## src/logic/fan_ramp_regs.svh

```systemverilog
`ifndef FAN_RAMP_REGS_SVH
`define FAN_RAMP_REGS_SVH
`define ADDR_LEVEL_SEL 8'hbe
`define ADDR_RAMP_PACE 8'hbf
`define ADDR_HYST_A    8'hc0
`define ADDR_HYST_B    8'hc1
`define ADDR_SMOOTH    8'hc2
`define RST_ZERO       8'h00
`define RST_HYST       8'h44
`define RD_UNMAPPED    8'h00
`define FULL_DUTY      8'hff
`define ZERO_WAIT      4'h0
`define LEGACY_VID     2'h0
`define LVL_GEN_A      2
`define LVL_GEN_B      3
`define STEP_MS        50
`define CLK_KHZ        20000
`define FRAC_BITS      4
`endif

```

## src/logic/fan_ramp_pkg.sv

```systemverilog
`default_nettype none
package fan_ramp_pkg;
    typedef struct packed {
        logic [3:0] throttle_step_wait;
        logic [3:0] regulator_hot_step_wait;
    } ramp_pacing_t;
    typedef struct packed {
        logic [3:0] hi;
        logic [3:0] lo;
    } hyst_pair_t;
    typedef struct packed {
        logic       smooth_use_second_pair;
        logic [2:0] smooth_span_second_pair;
        logic       smooth_use_first_pair;
        logic [2:0] smooth_span_first_pair;
    } smoothing_t;
    typedef enum logic [2:0] {
        ST_FOLLOW = 3'b001,
        ST_UP     = 3'b010,
        ST_DOWN   = 3'b100
    } ramp_state_t;
endpackage
`default_nettype wire

```

## src/logic/fan_ramp_boost_smoothing.sv

```systemverilog
// Notes on behaviour
// - regulator-overheat ramp uses low nibble of ramp pacing as step wait
// - processor-throttle ramp uses high nibble of ramp pacing as step wait
// - a zero step wait jumps the duty straight to full, and straight back to base duty on release
// - first pair boost hysteresis is bits 3:0 of first register, 1 degree
// - second pair boost hysteresis is bits 7:4 of first register, 1 degree
// - zone three boost hysteresis is bits 3:0 of second register
// - zone four boost hysteresis is bits 7:4 of second register
// - after boost, hold full duty until temperature falls by hysteresis
// - hysteresis fields are unsigned, zero to fifteen degrees
// - bits 2:0 of smoothing select first pair filter span, 12.8 to 0.4 s
// - bits 6:4 select second pair span with the same mapping
// - bit 3 makes first pair limits and fan control use filtered value
// - bit 7 makes second pair limits and fan control use filtered value
// - filtered temperatures keep updating even while use bit is clear
// - ordinary readings stay unfiltered while smoothing is on
// - smoothing runs on top of converter averaging, separately
// - general input threshold bits 2 and 3 act only in legacy VID mode
`timescale 1ns/1ps
`default_nettype none
`include "fan_ramp_regs.svh"
module fan_ramp_boost_smoothing #(
    parameter int TICK_CYCLES = `CLK_KHZ * `STEP_MS,
    parameter int RAMP_STEP   = 16
) (
    // clock and reset
    input  wire logic             clk,
    input  wire logic             rst_n,
    // register port from the serial engine
    input  wire logic [7:0]       reg_addr,
    input  wire logic             reg_wr,
    input  wire logic [7:0]       reg_wdata,
    input  wire logic             reg_rd,
    output logic      [7:0]       reg_rdata_q,
    // pins
    input  wire logic             regulator_overheat_input,
    input  wire logic             processor_throttle_signal,
    // from converter and fan control
    input  wire logic [1:0]       vid_mode,
    input  wire logic             sample_valid,
    input  wire logic [1:0][7:0]  pair_raw_temp,
    input  wire logic [1:0][7:0]  zone34_temp,
    input  wire logic [3:0][7:0]  boost_temp,
    input  wire logic [7:0]       base_duty,
    // results
    output logic      [7:0]       pwm_duty_q,
    output logic      [3:0]       boost_q,
    output logic      [1:0][11:0] filt_temp_q,
    output logic      [1:0][7:0]  temp_reading_q,
    output logic      [3:0][7:0]  zone_temp_q,
    output logic                  gen_input_a_low_threshold,
    output logic                  gen_input_b_low_threshold
);
    localparam int TW = $clog2(TICK_CYCLES);

    if (TICK_CYCLES < 2 || RAMP_STEP < 1 || RAMP_STEP > 255) begin : g_bad_param
        $error("unsupported tick or step setting");
    end

    logic [7:0]                level_sel_q;
    fan_ramp_pkg::ramp_pacing_t ramp_q;
    fan_ramp_pkg::hyst_pair_t  hyst_a_q;
    fan_ramp_pkg::hyst_pair_t  hyst_b_q;
    fan_ramp_pkg::smoothing_t  smooth_q;

    // register writes
    always_ff @(posedge clk or negedge rst_n) begin
        if (!rst_n) begin
            level_sel_q <= `RST_ZERO;
            ramp_q      <= `RST_ZERO;
            hyst_a_q    <= `RST_HYST;
            hyst_b_q    <= `RST_HYST;
            smooth_q    <= `RST_ZERO;
        end else if (reg_wr) begin
            unique case (reg_addr)
                `ADDR_LEVEL_SEL: level_sel_q <= reg_wdata;
                `ADDR_RAMP_PACE: ramp_q <= reg_wdata;
                `ADDR_HYST_A:    hyst_a_q <= reg_wdata;
                `ADDR_HYST_B:    hyst_b_q <= reg_wdata;
                `ADDR_SMOOTH:    smooth_q <= reg_wdata;
                default: ;
            endcase
        end
    end

    // register reads, answer one cycle after the strobe
    always_ff @(posedge clk or negedge rst_n) begin
        if (!rst_n) begin
            reg_rdata_q <= `RST_ZERO;
        end else if (reg_rd) begin
            unique case (reg_addr)
                `ADDR_LEVEL_SEL: reg_rdata_q <= level_sel_q;
                `ADDR_RAMP_PACE: reg_rdata_q <= ramp_q;
                `ADDR_HYST_A:    reg_rdata_q <= hyst_a_q;
                `ADDR_HYST_B:    reg_rdata_q <= hyst_b_q;
                `ADDR_SMOOTH:    reg_rdata_q <= smooth_q;
                default:         reg_rdata_q <= `RD_UNMAPPED;
            endcase
        end
    end

    // threshold selects are electrical; only the gating is logic here
    always_comb begin
        gen_input_a_low_threshold = level_sel_q[`LVL_GEN_A] && (vid_mode == `LEGACY_VID);
        gen_input_b_low_threshold = level_sel_q[`LVL_GEN_B] && (vid_mode == `LEGACY_VID);
    end

    // pin synchronisers, a level counts once stages two and three agree
    logic [2:0] reg_hot_sync_q;
    logic [2:0] thr_sync_q;
    logic       reg_hot_lvl_q;
    logic       thr_lvl_q;
    always_ff @(posedge clk or negedge rst_n) begin
        if (!rst_n) begin
            reg_hot_sync_q <= 3'h0;
            thr_sync_q     <= 3'h0;
            reg_hot_lvl_q  <= 1'b0;
            thr_lvl_q      <= 1'b0;
        end else begin
            reg_hot_sync_q <= {reg_hot_sync_q[1:0], regulator_overheat_input};
            thr_sync_q     <= {thr_sync_q[1:0], processor_throttle_signal};
            if (reg_hot_sync_q[2] == reg_hot_sync_q[1]) begin
                reg_hot_lvl_q <= reg_hot_sync_q[2];
            end
            if (thr_sync_q[2] == thr_sync_q[1]) begin
                thr_lvl_q <= thr_sync_q[2];
            end
        end
    end

    // 50 ms timebase
    logic [TW-1:0] tick_cnt_q;
    logic          tick;
    assign tick = (tick_cnt_q == TW'(TICK_CYCLES - 1));
    always_ff @(posedge clk or negedge rst_n) begin
        if (!rst_n) begin
            tick_cnt_q <= '0;
        end else begin
            tick_cnt_q <= tick ? '0 : TW'(tick_cnt_q + 1'b1);
        end
    end

    // step wait follows the active source; ramp-down keeps the last one
    logic       last_src_thr_q;
    logic [3:0] cur_wait;
    always_ff @(posedge clk or negedge rst_n) begin
        if (!rst_n) begin
            last_src_thr_q <= 1'b0;
        end else if (reg_hot_lvl_q) begin
            last_src_thr_q <= 1'b0;
        end else if (thr_lvl_q) begin
            last_src_thr_q <= 1'b1;
        end
    end
    always_comb begin
        if (reg_hot_lvl_q || (!thr_lvl_q && !last_src_thr_q)) begin
            cur_wait = ramp_q.regulator_hot_step_wait;
        end else begin
            cur_wait = ramp_q.throttle_step_wait;
        end
    end

    // ramp engine
    fan_ramp_pkg::ramp_state_t state;
    logic [7:0] duty_q;
    logic [7:0] target;
    logic [3:0] step_cnt_q;
    logic [8:0] up_sum;
    logic [8:0] dn_floor;
    logic       step_due;
    assign target   = (reg_hot_lvl_q || thr_lvl_q) ? `FULL_DUTY : base_duty;
    assign up_sum   = {1'b0, duty_q} + 9'(RAMP_STEP);
    // nine bits so a high base duty cannot wrap the floor
    assign dn_floor = {1'b0, target} + 9'(RAMP_STEP);
    assign step_due = tick && (step_cnt_q + 4'h1 >= cur_wait);
    always_comb begin
        if (duty_q == target) begin
            state = fan_ramp_pkg::ST_FOLLOW;
        end else if (duty_q < target) begin
            state = fan_ramp_pkg::ST_UP;
        end else begin
            state = fan_ramp_pkg::ST_DOWN;
        end
    end
    always_ff @(posedge clk or negedge rst_n) begin
        if (!rst_n) begin
            duty_q     <= `RST_ZERO;
            step_cnt_q <= 4'h0;
        end else if (state == fan_ramp_pkg::ST_FOLLOW) begin
            duty_q     <= target;
            step_cnt_q <= 4'h0;
        end else if (cur_wait == `ZERO_WAIT) begin
            duty_q     <= target;
            step_cnt_q <= 4'h0;
        end else if (step_due) begin
            step_cnt_q <= 4'h0;
            unique case (state)
                fan_ramp_pkg::ST_UP: begin
                    duty_q <= (up_sum >= {1'b0, target}) ? target : up_sum[7:0];
                end
                fan_ramp_pkg::ST_DOWN: begin
                    duty_q <= ({1'b0, duty_q} <= dn_floor) ? target : 8'(duty_q - RAMP_STEP);
                end
                default: duty_q <= target;
            endcase
        end else if (tick) begin
            step_cnt_q <= step_cnt_q + 4'h1;
        end
    end

    // span code to filter shift; assumes about one sample per 0.2 s
    function automatic logic [2:0] span_shift(input logic [2:0] code);
        unique case (code)
            3'h0: span_shift = 3'h6;
            3'h1: span_shift = 3'h5;
            3'h2: span_shift = 3'h5;
            3'h3: span_shift = 3'h4;
            3'h4: span_shift = 3'h3;
            3'h5: span_shift = 3'h2;
            3'h6: span_shift = 3'h2;
            default: span_shift = 3'h1;
        endcase
    endfunction

    // smoothing filters, separate from converter averaging
    logic [1:0] primed_q;
    logic [1:0] use_filt;
    logic [1:0][2:0] span;
    assign use_filt = {smooth_q.smooth_use_second_pair, smooth_q.smooth_use_first_pair};
    assign span     = {smooth_q.smooth_span_second_pair, smooth_q.smooth_span_first_pair};
    for (genvar p = 0; p < 2; p++) begin : g_filt
        logic signed [12:0] diff;
        logic signed [12:0] nxt;
        always_comb begin
            diff = $signed({1'b0, pair_raw_temp[p], 4'h0}) - $signed({1'b0, filt_temp_q[p]});
            nxt  = $signed({1'b0, filt_temp_q[p]}) + (diff >>> span_shift(span[p]));
        end
        always_ff @(posedge clk or negedge rst_n) begin
            if (!rst_n) begin
                filt_temp_q[p] <= 12'h000;
                primed_q[p]    <= 1'b0;
            end else if (sample_valid) begin
                primed_q[p] <= 1'b1;
                // first sample seeds the filter to avoid a slow climb from zero
                filt_temp_q[p] <= primed_q[p] ? nxt[11:0] : {pair_raw_temp[p], 4'h0};
            end
        end
        always_ff @(posedge clk or negedge rst_n) begin
            if (!rst_n) begin
                temp_reading_q[p] <= `RST_ZERO;
                zone_temp_q[p]    <= `RST_ZERO;
            end else begin
                temp_reading_q[p] <= pair_raw_temp[p];
                zone_temp_q[p]    <= use_filt[p] ? filt_temp_q[p][11:`FRAC_BITS] : pair_raw_temp[p];
            end
        end
    end

    // boost with hysteresis per zone
    logic [3:0][3:0] hyst;
    assign hyst = {hyst_b_q.hi, hyst_b_q.lo, hyst_a_q.hi, hyst_a_q.lo};
    always_ff @(posedge clk or negedge rst_n) begin
        if (!rst_n) begin
            zone_temp_q[2] <= `RST_ZERO;
            zone_temp_q[3] <= `RST_ZERO;
        end else begin
            zone_temp_q[2] <= zone34_temp[0];
            zone_temp_q[3] <= zone34_temp[1];
        end
    end
    for (genvar z = 0; z < 4; z++) begin : g_boost
        always_ff @(posedge clk or negedge rst_n) begin
            if (!rst_n) begin
                boost_q[z] <= 1'b0;
            end else if (zone_temp_q[z] > boost_temp[z]) begin
                boost_q[z] <= 1'b1;
            end else if ({1'b0, zone_temp_q[z]} + {5'h00, hyst[z]} < {1'b0, boost_temp[z]}) begin
                boost_q[z] <= 1'b0;
            end
        end
    end

    always_ff @(posedge clk or negedge rst_n) begin
        if (!rst_n) begin
            pwm_duty_q <= `RST_ZERO;
        end else begin
            pwm_duty_q <= (|boost_q) ? `FULL_DUTY : duty_q;
        end
    end
endmodule
`default_nettype wire

```

## config.mk

```make
export PLATFORM = sky130hd
export DESIGN_NAME = fan_ramp_boost_smoothing
export DESIGN_NICKNAME = d
export VERILOG_FILES = /design/src/logic/fan_ramp_pkg.sv /design/src/logic/fan_ramp_boost_smoothing.sv
export VERILOG_INCLUDE_DIRS = /design/src /design/src/logic
export SDC_FILE = /design/constraint.sdc
export NUM_CORES = 1
export LEC_CHECK = 0
export BUFFER_PORTS_ARGS = -buffer_cell sky130_fd_sc_hd__buf_2
export CORE_MARGIN = 2
export CORE_UTILIZATION = 50
export CTS_CLUSTER_DIAMETER = 120
export DETAILED_ROUTE_END_ITERATION = 8
export PLACE_DENSITY = 0.76
export REMOVE_ABC_BUFFERS = 1
export SETUP_SLACK_MARGIN = 0.02
export SLEW_MARGIN = 20
export SYNTH_ARGS = -nofsm -noshare
export SYNTH_HDL_FRONTEND = slang
export SYNTH_SLANG_ARGS = --single-unit
```

## constraint.sdc

```tcl
create_clock -name clk -period 6.8 [get_ports clk]
set_clock_uncertainty 0.15 [all_clocks]
set_input_delay 0.34 -clock clk [delete_from_list [all_inputs] [get_ports clk]]
set_output_delay 0.34 -clock clk [all_outputs]
set_load 0.01 [all_outputs]
```

Word-level counts from Yosys, hierarchy flattened
Cells that the tools add are included.

Add/sub/neg operators: 13. $lt $le $gt $ge: 12. Equal/unequal tests: 24. Shift operators: 2. Multiplexer cells: 33. Reduce and logical (&&, ||, !) cells: 29.

Operator list (number): 8-bit 2-to-1 mux (9); 8-bit equality test (second input constant) (5); 8-bit case mux with 5 select lines (1); 8-bit by 4-bit adder with 9-bit output (4); 9-bit by 8-bit less-than comparator with 1-bit output (4); 8-bit > comparator (4); 3-bit case mux with 5 select lines (2); 13-bit by 3-bit >>> shifter with 12-bit output (2); 12-bit by 12-bit subtractor with 13-bit output (2); 12-bit adder (2); 12-bit 2-to-1 mux (2); 3-bit equality test (second input constant) (7); 20-bit by 1-bit adder with 20-bit output (second input constant) (1); 20-bit equality test (second input constant) (1); 20-bit 2-to-1 mux (1); 4-bit 2-to-1 mux (5); 8-bit by 5-bit adder with 9-bit output (second input constant) (2); 8-bit case mux with 2 select lines (1); 3-bit by 2-bit equality test with 1-bit output (second input constant) (5); 1-bit 2-to-1 mux (10); 2-bit AND reduction (5); 2-bit nonzero test (5); 3-bit by 1-bit equality test with 1-bit output (second input constant) (3); 9-bit by 8-bit greater-or-equal comparator with 1-bit output (1); other kinds (18) (29).

Register bits: 174. Output and inout bits: 94.

Depth between registers and ports, before layout
Gate-level depths: netlist of the first run.

Word-level depth: 10. Gate-level depth with buffers: 20. Gate-level depth less buffers: 19.

Worst setup path after synthesis of the first run
No wires, ideal clock.

Path type: register -> register. Start: register filt_temp_q[5] in the netlist's numbering. End: register filt_temp_q[11] in the netlist's numbering. Library setup time: 0.131 ns. Arrival time: 4.103 ns. Data required time: 6.519 ns. Path slack: 2.416 ns. Cell stages (with the launch flop): 18. Period minus slack after synthesis: 4.384 ns. Cells stage by stage: dfrtp_1 -> inv_1 -> ha_1 -> and4bb_1 -> a2111oi_2 -> a211oi_1 -> a221o_1 -> mux2i_1 -> nor2_1 -> or2_1 -> ha_1 -> a211oi_1 -> o21a_1 -> o31ai_1 -> o41ai_2 -> xnor2_1 -> and3_1 -> or3_1.

Longest elaborated chain between the ends: 4.

Ends and longest elaborated chain: start, declared (RTL line fan_ramp_boost_smoothing.sv:48) `output logic [1:0][11:0] filt_temp_q,`; start signal, assigned by index (RTL line fan_ramp_boost_smoothing.sv:245) `filt_temp_q[p] <= primed_q[p] ? nxt[11:0] : {pair_raw_temp[p], 4'h0};`; 12-bit by 12-bit subtractor with 13-bit output (RTL line fan_ramp_boost_smoothing.sv:235) `diff = $signed({1'b0, pair_raw_temp[p], 4'h0}) - $signed({1'b0, filt_temp_q[p]});`; 13-bit by 3-bit >>> shifter with 12-bit output (RTL line fan_ramp_boost_smoothing.sv:236) `nxt = $signed({1'b0, filt_temp_q[p]}) + (diff >>> span_shift(span[p]));`; 12-bit adder * (RTL line fan_ramp_boost_smoothing.sv:236); 12-bit 2-to-1 mux * (RTL line fan_ramp_boost_smoothing.sv:245).

Every way passes the cells marked *; elsewhere a longest branch is shown, timed or not. A chain may end at the register's enable or synchronous reset.

Worst setup path in the final report of the first run
Start: input pair_raw_temp[1] in the netlist's numbering. End: register filt_temp_q[11] in the netlist's numbering.

Longest elaborated chain between the ends: 4.

Ends and longest elaborated chain: start, declared (RTL line fan_ramp_boost_smoothing.sv:41) `input wire logic [1:0][7:0] pair_raw_temp,`; 12-bit by 12-bit subtractor with 13-bit output (RTL line fan_ramp_boost_smoothing.sv:235); 13-bit by 3-bit >>> shifter with 12-bit output (RTL line fan_ramp_boost_smoothing.sv:236); 12-bit adder (RTL line fan_ramp_boost_smoothing.sv:236); 12-bit 2-to-1 mux (RTL line fan_ramp_boost_smoothing.sv:245).

No other way between the ends.

==> results of run 1 <==
-- kinds of logic after synthesis --
logic type | count (synthesis)
xor gates and xnor gates | 81
DFF | 174
AOI/OAI and AO/OA | 327
and+or+nand+nor | 388
muxes | 102
adders and majority gates | 155
buffers and inverters | 128
-- cell type report --
class | instances | area, µm² | share of cell area, %
Sequential cell | 174 | 4360 | 29.0
Clock buffer | 20 | 457 | 3.04
Antenna cell | 2 | 5.00 | 0.0333
Clock inverter | 12 | 124 | 0.824
Tap cell | 330 | 413 | 2.75
Timing Repair Buffer | 230 | 1350 | 8.97
Multi-Input combinational cell | 1053 | 8000 | 53.2
Inverter | 90 | 338 | 2.25
-- sequential cells by signal, indices dropped and copies added (netlist names), 3 cells and up --
name	cells
reg_hot_sync_q	3
temp_reading_q	16
zone_temp_q	32
tick_cnt_q	20
duty_q	8
reg_rdata_q	8
thr_sync_q	3
level_sel_q	8
smooth_q	8
pwm_duty_q	8
boost_q	4
ramp_q	8
filt_temp_q	24
step_cnt_q	4
hyst	16
-- worst min-delay path: stages --
cell and delay [ns]:
buf_2 0.08, nor2_1 0.05, a21oi_1 0.11
-- placed cells by master (no fill, tap or decap), drive strengths merged, types with 10 or more instances in the layout --
| cell | n |
|---|---|
| nor2 | 105 |
| mux2i | 36 |
| ha | 145 |
| nand4 | 15 |
| nand2 | 79 |
| and2 | 10 |
| a21o | 32 |
| dfrtp | 170 |
| nor2b | 19 |
| a21oi | 86 |
| mux2 | 64 |
| nand2b | 22 |
| inv | 96 |
| clkbuf | 20 |
| nand3 | 37 |
| or3 | 13 |
| xor2 | 35 |
| a211oi | 19 |
| xnor2 | 44 |
| o21ai | 91 |
| o21a | 10 |
| and3 | 13 |
| nor3 | 32 |
| buf | 195 |
| dlygate4sd3 | 35 |
-- layer usage --
| layer | vias up | track usage, % | share of wire, % |
|---|---|---|---|
| li1 | 5348 | - | - |
| met1 | 5336 | 32.6 | 44 |
| met2 | 297 | 43.5 | 50 |
| met3 | 43 | 2.78 | 3.9 |
| met4 | 0 | 7.10 | 1.7 |
| met5 | - | 0 | 0 |
-- final timing paths --
path | from | endpoint | slack, ns | cells after the start
min in group asynchronous | rst_n | zone_temp_q[25] | 0.38 | 2
setup reg to reg | filt_temp_q[5] | filt_temp_q[11] | 1.75 | 17
hold / removal | base_duty[1] | duty_q[1] | 0.05 | 3
hold reg to reg | thr_sync_q[0] | thr_sync_q[1] | 0.21 | 0
max in group asynchronous | rst_n | filt_temp_q[2] | 4.78 | 3
setup / recovery | pair_raw_temp[1] | filt_temp_q[11] | 1.63 | 18
-- per-stage QoR --
stage | utilization [%] | total power, mW
global route | 59.7 | 6.12
CTS | 59.7 | 5.65
floorplan | - | 3.82
detailed placement | 56.0 | 4.63
global placement | 56.0 | 4.55
finish | 59.7 | 5.67
-- power breakdown --
part / switching (mW) / total (mW) / internal, mW
clock: 0.445 / 0.980 / 0.535
sequential: 0.216 / 1.39 / 1.17
combinational: 1.82 / 3.30 / 1.47
total: 2.49 / 5.67 / 3.18
==> results.md, run 1 <==
* Drt wl/cell at 17.5 µm
* Synth Cell Area at 12900 µm²
* RSZ-0062 raised after global routing: false
* CTS resizes at 0
* Peak VDD IR at 0.000348 V
* # IOs at 191
* Inserted Clock Buffers at 17
* Layout cells sized above 1 at 20.2%
* Clock Latency Late Sink at 0.43 ns
* Number of synthesized register bits at 174
* Critical path data arrival time at 5.33 ns
* Status: complete, no violations
* DRT Wirelength at 33500 µm
* Simple-gate share of the synthesized area at 15.4%
* Synth top area share at 33.1%
* Rows at 58
* Min-delay worst type: primary input to register
* Synth top cells by count: dfrtp_1 (170), ha_1 (145), nor2_1 (105), inv_1 (90)
* Adder-cell area share of the yosys netlist at 15.4%
* Placed cell area at 14100 µm²
* Worst path slowest cell: a2111oi_2
* # DRC at 0
* EDFF count, synth at 0
* Vias at 11000
* Multiplexer share of the synthesized area at 8.76%
* Router iterations before antenna repair at 5
* Worst slew pin tran at 0.870 ns
* Top-count cell post-synth: dfrtp_1
* Max Cap Viol at 0
* Min setup slack post-route at 1.63 ns
* Crit-path cells: dlygate4sd3_1 > buf_2 > ha_1 > and4bb_1 > a2111oi_2 > a211oi_1 > a221o_1 > mux2i_1 > nor2_1 > or2_1 > ha_1 > a211oi_1 > o21a_1 > o31ai_1 > o41ai_2 > xnor2_1 > and3_1 > or3_1
* Buf/Inv on CP at 2
* Final period util at 76.0%
* Die height at 164 µm
* Crit path required time at 6.96 ns
* CTS tree: done
* Fin Hold WS at 0.0501 ns
* Root buffer cell: clkbuf_16
* Initial Utilization at 51.1%
* Die area at 27000 µm²
* Synth area leader: dfrtp_1
* Synth Area in XOR/XNOR at 5.79%
* Synth area leaders: dfrtp_1 (33%), ha_1 (14%), mux2_2 (5.6%), a21oi_1 (3.2%), o21ai_0 (3.2%)
* First-pass GRT wire length at 53600 µm
* Gpl congestion at 0.933
* Die W at 164 µm
* Sequential share of the synthesized area at 33.9%
* Final setup TNS at 0 ns
* Worst Setup End Kind: register
* Inst Count DP at 1842
* Place WS at 1.86 ns
* Vias in the first global route at 10600
* Min cycle time layout at 5.17 ns
* FMAX at 194 MHz
* Port bufs at 190
* Syn. warnings at 0
* Layout Area Growth over Synthesis at 17.0%
* PwrDens at 377 nW/µm²
* Most used DFF post-synth: dfrtp_1
* DR iter-0 viols at 652
* Tot GR Track Use at 24.9%
* CTS sink cnt at 174
* Final Max Tran Viols at 0
* Top delay family on crit path: compound AO/OA/AOI/OAI gates
* Syn Area/Cell at 9.49 µm²
* P_leak at 7.25 nW
* Kind of critical path: primary input to register
* Post-synthesis cell count at 1355
* Clock tree buffer depth at 2
* Setup bufs post-CTS at 0
* Post-DP HPWL at 25200 µm
* Initial antenna violation count at 2
* Distinct cells, synth at 81
* Final Setup Violations at 0
* Asr flop ratio synth at 100%
* Reg clk slew, reported paths at 0.07 ns
* Grt total ovfl at 0
* Critical Path Fanout Max at 6
* CTS H-Tree Depth at 4
* # fillers at 2162
* Design Area, Final at 15000 µm²
* Final Hold Viols at 0
* Nets at 1814
* Core area at 25200 µm²
* Main combinational cell family by area after synthesis: compound AO/OA/AOI/OAI gates
* Finished Layout Cells at 1911
* Synth Area in Compound Gates at 16.9%
* Routed Antenna Nets at 0
* Hold buffer count at CTS at 35
* Largest net degree at the start of global routing at 93
* Largest stage delay on the critical path at 0.55 ns
* Critical Path Start Type: primary input
* Drt via density at 5.77
* Slew headroom at 42.0%
Power figures use the tool's default switching activity.
==> inputs of run 2 (changes only) <==
ABC_AREA = 1   (was unset)
clock period = 5 ns   (was 6.8 ns; I/O delays follow)
==> run 2 against run 1 <==
Against the previous run: register-to-register slack lost 1.1 ns; first-iteration DRC count grew 18%; routed wire length grew 3.3%; clock power grew 39%; critical path depth grew 6; combinational power grew 14%; critical path type is now register to register.
==> results.md, run 2 <==
* Buf/Inv on CP at 4 (+2)
* Gpl congestion at 0.976 (+4.6%)
* Critical Path Start Type: register
* Most used DFF post-synth: dfrtp_1
* Most flops, register: zone_temp_q
* Routed Antenna Nets at 0 (unchanged)
* Final Hold Viols at 0 (unchanged)
* FMAX at 231 MHz
* Drt via density at 5.34 (-7.5%)
* Top Registers: zone_temp_q (32), filt_temp_q (24), tick_cnt_q (20)
* Final setup TNS at 0 ns (unchanged)
* Commonest non-fill, non-tap cell in the layout: nand2_1
* Reg clk slew, reported paths at 0.08 ns (about the same)
* Synth top area share at 32.6% (-0.46 points)
* Root buffer cell: clkbuf_16
* Largest net degree at the start of global routing at 82 (-12%)
* Port bufs at 190 (unchanged)
* Initial antenna violation count at 2 (unchanged)
* Initial Utilization at 50.5% (-0.60 points)
* Final Power at 6.89 mW (+22%)
* Sequential share of power at 25.8% (+1.3 points)
* Asr flop ratio synth at 100% (unchanged)
* Drt wl/cell at 14.9 µm (-15%)
* Logic pwr share at 54.5% (-3.7 points)
* CTS H-Tree Depth at 4 (unchanged)
* DR iter-0 viols at 769 (+18%)
* Final period util at 86.8%
* # DRC at 0 (unchanged)
* Vias at 12400 (+12%)
* Worst slew pin tran at 0.914 ns (+0.0434 ns)
* Sequential share of the synthesized area at 33.4% (-0.47 points)
* Status: complete, no violations
* Final Max Tran Viols at 0 (unchanged)
* Post-synthesis cell count at 1742 (+29%)
* Synth area leader: dfrtp_1
* RSZ-0062 raised after global routing: false
* # IOs at 191 (unchanged)
* Synth top cells by count: nand2_1 (382), inv_1 (279), dfrtp_1 (170), ha_1 (145), nand3_1 (129)
* Syn Area/Cell at 7.48 µm² (-21%)
* Crit-path cells: inv_1 > nor2_1 > nor2_2 > nand2_1 > o21ai_2 > inv_2 > nand3_1 > o21ai_1 > nand2_1 > nand3_1 > nand2_1 > ha_1 > inv_1 > fa_1 > inv_1 > nand3_1 > nand2_1 > a31oi_1 > o21ai_0 > nand2_1 > nand3_1 > nand3_1 > nand2_1 > o21ai_0
* Finished Core Util at 59.3% (-0.38 points)
* Net Sw Frac at 46.3% (+2.4 points)
* Router iterations before antenna repair at 5 (unchanged)
* Fin Hold WS at 0.0169 ns (-0.0331 ns)
* Clock power frac at 19.7% (+2.4 points)
* Top delay family on crit path: simple AND/OR/NAND/NOR gates
* # fillers at 2372 (+9.7%)
* Layout cells sized above 1 at 13.8% (-6.4 points)
* Number of synthesized register bits at 174 (unchanged)
* Peak VDD IR at 0.000365 V (+4.9%)
* Vias in the first global route at 11800 (+12%)
* Crit path required time at 5.15 ns (-1.81 ns)
* Critical path data arrival time at 4.49 ns (-0.84 ns)
* CTS sink cnt at 174 (unchanged)
* Distinct cells, synth at 59 (-27%)
* Nets at 2214 (+22%)
* Clock tree buffer depth at 2 (unchanged)
* Max Cap Viol at 0 (unchanged)
* Largest stage delay on the critical path at 0.52 ns (-0.03 ns)
* Worst Setup End Kind: register
* PwrDens at 449 nW/µm² (+19%)
* Critical Path Fanout Max at 14 (+8)
* Die area at 27400 µm² (+1.4%)
* Layout Area Growth over Synthesis at 17.6%
* Kind of critical path: register to register
* Top-count cell post-synth: nand2_1
* Max FFs per register at 32 (unchanged)
* Commonest non-fill, non-tap cells in the layout: nand2_1 (382), inv_1 (279), buf_2 (189)
* Cell Int Power at 3.70 mW (+16%)
* P_leak at 8.17 nW (+13%)
* Min-delay worst type: primary input to register
* Slew headroom at 38.9% (-3.1 points)
* Synth Cell Area at 13000 µm² (+1.4%)
* First-pass GRT wire length at 56000 µm (+4.5%)
* Min cycle time layout at 4.34 ns
* Core area at 25800 µm² (+2.6%)
* CTS tree: done
* Net Switching at 3.19 mW (+28%)
* Worst path slowest cell: dfrtp_1
* Synth area leaders: dfrtp_1 (33%), ha_1 (14%), nand2_1 (11%), inv_1 (8.0%), nand3_1 (5.0%)
* Grt total ovfl at 0 (unchanged)
* Clock Latency Late Sink at 0.44 ns (about the same)
* Most common cell on crit path: nand2_1
* Post-DP HPWL at 27100 µm (+7.4%)
* Die height at 165 µm (+0.68%)
* Tot GR Track Use at 25.7% (+0.76 points)
* Die W at 165 µm (+0.68%)
* Final Setup Violations at 0 (unchanged)
* DRT Wirelength at 34500 µm (+3.3%)
* Rows at 59 (+1.7%)
* Inserted Clock Buffers at 17 (unchanged)
* EDFF count, synth at 0 (unchanged)
* Syn. warnings at 0 (unchanged)
run 2: changes by cell type after synthesis, sizes merged, moves of 26 or more:
cell	change
nand3	+95
nand2	+308
o21ai	+51
mux2i	-36
xnor2	-29
mux2	-64
inv	+200
a21o	-26
run 2: path summary, 6_finish.rpt:
| path | startpoint | endpoint | slack, ns | cells after the start |
|---|---|---|---|---|
| worst min-delay path | base_duty[0] | duty_q[0] | 0.02 | 4 |
| min in group asynchronous | rst_n | duty_q[7] | 0.28 | 2 |
| max in group asynchronous | rst_n | reg_rdata_q[6] | 3.31 | 3 |
| worst min register to register | reg_hot_sync_q[0] | reg_hot_sync_q[1] | 0.20 | 0 |
| worst max-delay path | smooth_q[2] | filt_temp_q[8] | 0.66 | 24 |
| worst max register to register | smooth_q[2] | filt_temp_q[8] | 0.66 | 24 |
run 2: cell type report:
cell class	instances	area (µm²)	share of cell area [%]
repair buffers	238	1430	9.33
flip-flops and latches	174	4360	28.4
clock buffers	17	425	2.77
clock inverters	15	169	1.10
inverters	292	1100	7.15
multi-input cells	1243	7430	48.5
well taps	335	419	2.73
diodes	1	2.50	0.0163
run 2: cells by family (layout without fill, tap and decap cells):
kind of cell             Yosys count  after routing  share of synthesized area (%)
XOR/XNOR                          55             55                           3.69
AO/OA/AOI/OAI                    318            318                           14.3
buffers and inverters            325            562                           9.56
flip-flops                       174            174                           33.4
other                              0              1                              0
adder cells (fa/ha/maj)          153            153                           15.0
AND/OR/NAND/NOR                  717            717                           24.0
run 2: worst min-delay path: stages:
cell and delay (ns):
buf_2 0.08, or2_2 0.11, nand3_1 0.07, nand2_1 0.06
run 2: power groups by stage:
stage,clock [mW],combinational (mW),sequential [mW]
finish,1.36,3.75,1.77
global route,1.44,4.29,1.80
CTS,1.39,3.71,1.77
detailed placement,0,3.66,1.80
global placement,0,3.62,1.80
floorplan,0,2.67,1.81
run 2: repair_timing:
item                      in CTS  in global routing
hold endpoints to repair     153                  0
resized for setup              0                  0
setup buffers                  0                  0
hold buffers                  45                  0
run 2: metrics by stage:
step	area, µm²	worst slack (ns)	cells
after floorplan	12900	1.41	1709
after global placement	14300	0.777	2237
after detailed placement	14300	0.742	2237
after CTS	15300	0.738	2314
after global routing	15300	0.191	2315
final	15300	0.662	2315
run 2: per-layer routing:
layer  share of wire, %  up-vias  GRT usage (%)  routed length (µm)
met5              0.038        -              0                  13
met4                2.3        2           8.35                 805
li1                   -     6208              -                   -
met2                 51      333           46.4               17600
met3                4.8       77           4.00                1670
met1                 42     5732           31.2               14400
==> inputs of run 3 (changes only) <==
RECOVER_POWER = 25   (was unset)
==> run 3 against run 2 <==
Against the previous run: the run now ends with capacitance limit, slew limit left; via count fell by 0.15%; critical path depth did not move; worst hold slack improved by 0.0047 ns; routed wire length fell by 0.12%; register-to-register slack improved by 0.02 ns; fmax rose by 0.40%.
==> results.md, run 3 (synthesis gave the netlist of run 2 again) <==
* Status: finished, violations left
* Violated checks: capacitance limit, slew limit
* PwrDens at 450 nW/µm² (about the same)
* Final period util at 86.4% (-0.35 points)
* Final Setup Violations at 0 (unchanged)
* Die area at 27400 µm² (unchanged)
* CTS sink cnt at 174 (unchanged)
* Reg clk slew, reported paths at 0.08 ns (about the same)
* Layout Area Growth over Synthesis at 17.3%
* Final setup TNS at 0 ns (unchanged)
* Clock tree buffer depth at 2 (unchanged)
* Placed cell area at 14300 µm² (unchanged)
* DR iter-0 viols at 834 (+8.5%)
* Max Cap Viol at 1 (+1)
* Critical Path Start Type: register
* CTS H-Tree Depth at 4 (unchanged)
* Inst Count DP at 2237 (unchanged)
* DRT Wirelength at 34500 µm (-0.12%)
* # IOs at 191 (unchanged)
* Area of the multi-input gates at 7420 µm² (-0.15%)
* Top Registers: zone_temp_q (32), filt_temp_q (24), tick_cnt_q (20)
* Worst Setup End Kind: register
* Rows at 59 (unchanged)
* Clock Latency Late Sink at 0.44 ns (about the same)
* Vias at 12300 (-0.15%)
* Core area at 25800 µm² (unchanged)
* Min cycle time layout at 4.32 ns (-0.0173 ns)
* Root buffer cell: clkbuf_16
* Vias in the first global route at 11800 (unchanged)
* Drt via density at 5.33 (-0.15%)
* # fillers at 2382 (+0.42%)
* Commonest non-fill, non-tap cells in the layout: nand2_1 (382), inv_1 (279), buf_2 (172)
* Worst slew pin tran at 2.02 ns (+1.11 ns)
* Final Max Tran Viols at 82 (+82)
* Crit path required time at 5.15 ns (about the same)
* Gpl congestion at 0.976 (unchanged)
* Final Power at 6.88 mW (-0.17%)
* Port bufs at 190 (unchanged)
* Most flops, register: zone_temp_q
* Peak VDD IR at 0.000365 V (+0.17%)
* Commonest non-fill, non-tap cell in the layout: nand2_1
* Largest net degree at the start of global routing at 82 (unchanged)
* Grt total ovfl at 0 (unchanged)
* RSZ-0062 raised after global routing: false
* Initial antenna violation count at 2 (unchanged)
* Drt wl/cell at 14.9 µm (-0.12%)
* Nets at 2214 (unchanged)
* Kind of critical path: register to register
* Finished Layout Cells at 2315 (unchanged)
* Tot GR Track Use at 25.7% (unchanged)
* Post-DP HPWL at 27100 µm (unchanged)
* Layout cells sized above 1 at 12.9% (-0.91 points)
* Slew headroom at -34.7% (-74 points)
* First-pass GRT wire length at 56000 µm (unchanged)
* Routed Antenna Nets at 0 (unchanged)
* # DRC at 0 (unchanged)
* FMAX at 231 MHz (+0.40%)
* Max FFs per register at 32 (unchanged)
* Inserted Clock Buffers at 17 (unchanged)
* Critical Path Fanout Max at 14 (unchanged)
* CTS resizes at 0 (unchanged)
* P_leak at 8.12 nW (-0.62%)
* CTS tree: done
* Register area at 4360 µm² (unchanged)
* Die W at 165 µm (unchanged)
* Design Area, Final at 15300 µm² (-0.25%)
* Router iterations before antenna repair at 6 (+1)
* Die height at 165 µm (unchanged)
* Final Hold Viols at 0 (unchanged)
* Critical path data arrival time at 4.47 ns (-0.02 ns)
* Min-delay worst type: primary input to register
* Initial Utilization at 50.5% (unchanged)
## run 3: changes by cell type in the layout (fill, tap and decap cells not counted), sizes merged
cell / before / now
clkbuf: 17 / 35
buf: 193 / 175
## run 3: final timing paths
check | start | cells past startpoint | slack, ns | endpoint
max | smooth_q[2] | 24 | 0.68 | filt_temp_q[8]
min | base_duty[0] | 4 | 0.02 | duty_q[0]
max reg2reg | smooth_q[2] | 24 | 0.68 | filt_temp_q[8]
min reg2reg | reg_hot_sync_q[0] | 0 | 0.20 | reg_hot_sync_q[1]
max in group asynchronous | rst_n | 3 | 2.38 | reg_rdata_q[6]
min in group asynchronous | rst_n | 2 | 0.79 | duty_q[7]
## run 3: where the power goes
part | switching [mW] | total [mW] | internal (mW) | leakage (nW)
sequential | 0.195 | 1.77 | 1.58 | 2.06
combinational | 2.34 | 3.75 | 1.40 | 5.77
clock | 0.641 | 1.36 | 0.716 | 0.290
## run 3: critical path: stages (launching register included)
cell and delay, ns:
dfrtp_1 0.52, inv_1 0.38, nor2_1 0.13, nor2_2 0.38, nand2_1 0.12, o21ai_2 0.24
inv_2 0.18, nand3_1 0.11, o21ai_1 0.08, nand2_1 0.08, nand3_1 0.08, nand2_1 0.09
ha_1 0.19, inv_1 0.08, fa_1 0.38, inv_1 0.11, nand3_1 0.08, nand2_1 0.11
a31oi_1 0.13, o21ai_0 0.18, nand2_1 0.09, nand3_1 0.07, nand3_1 0.08, nand2_1 0.09
o21ai_0 0.07
## run 3: layout make-up
| type | instances | share of cell area, % |
|---|---|---|
| clock buffer | 17 | 2.78 |
| antenna | 1 | 0.0164 |
| timing repair buffer | 238 | 9.17 |
| tap | 335 | 2.74 |
| inverter | 292 | 7.17 |
| sequential | 174 | 28.5 |
| clock inverter | 15 | 1.10 |
| multi-input combinational | 1243 | 48.5 |
## run 3: repair_timing
item,in CTS,in global routing
endpoints found under the hold margin,153,0
buffers inserted,0,0
hold buffers,45,0
## run 3: per-layer routing
layer	global-route usage (%)	wire length (µm)
met3	4.00	1600
met1	31.2	14500
met2	46.4	17500
met4	8.35	816
met5	0	13
## run 3: per-stage QoR
step	hold slack, ns	worst slack, ns	utilization (%)
3_5_place_dp	0.186	0.742	55.3
5_1_grt	0.0511	0.191	59.2
3_3_place_gp	0.183	0.777	55.3
6_report	0.0216	0.679	59.2
4_1_cts	0.00210	0.738	59.3
2_1_floorplan	-0.196	1.41	-
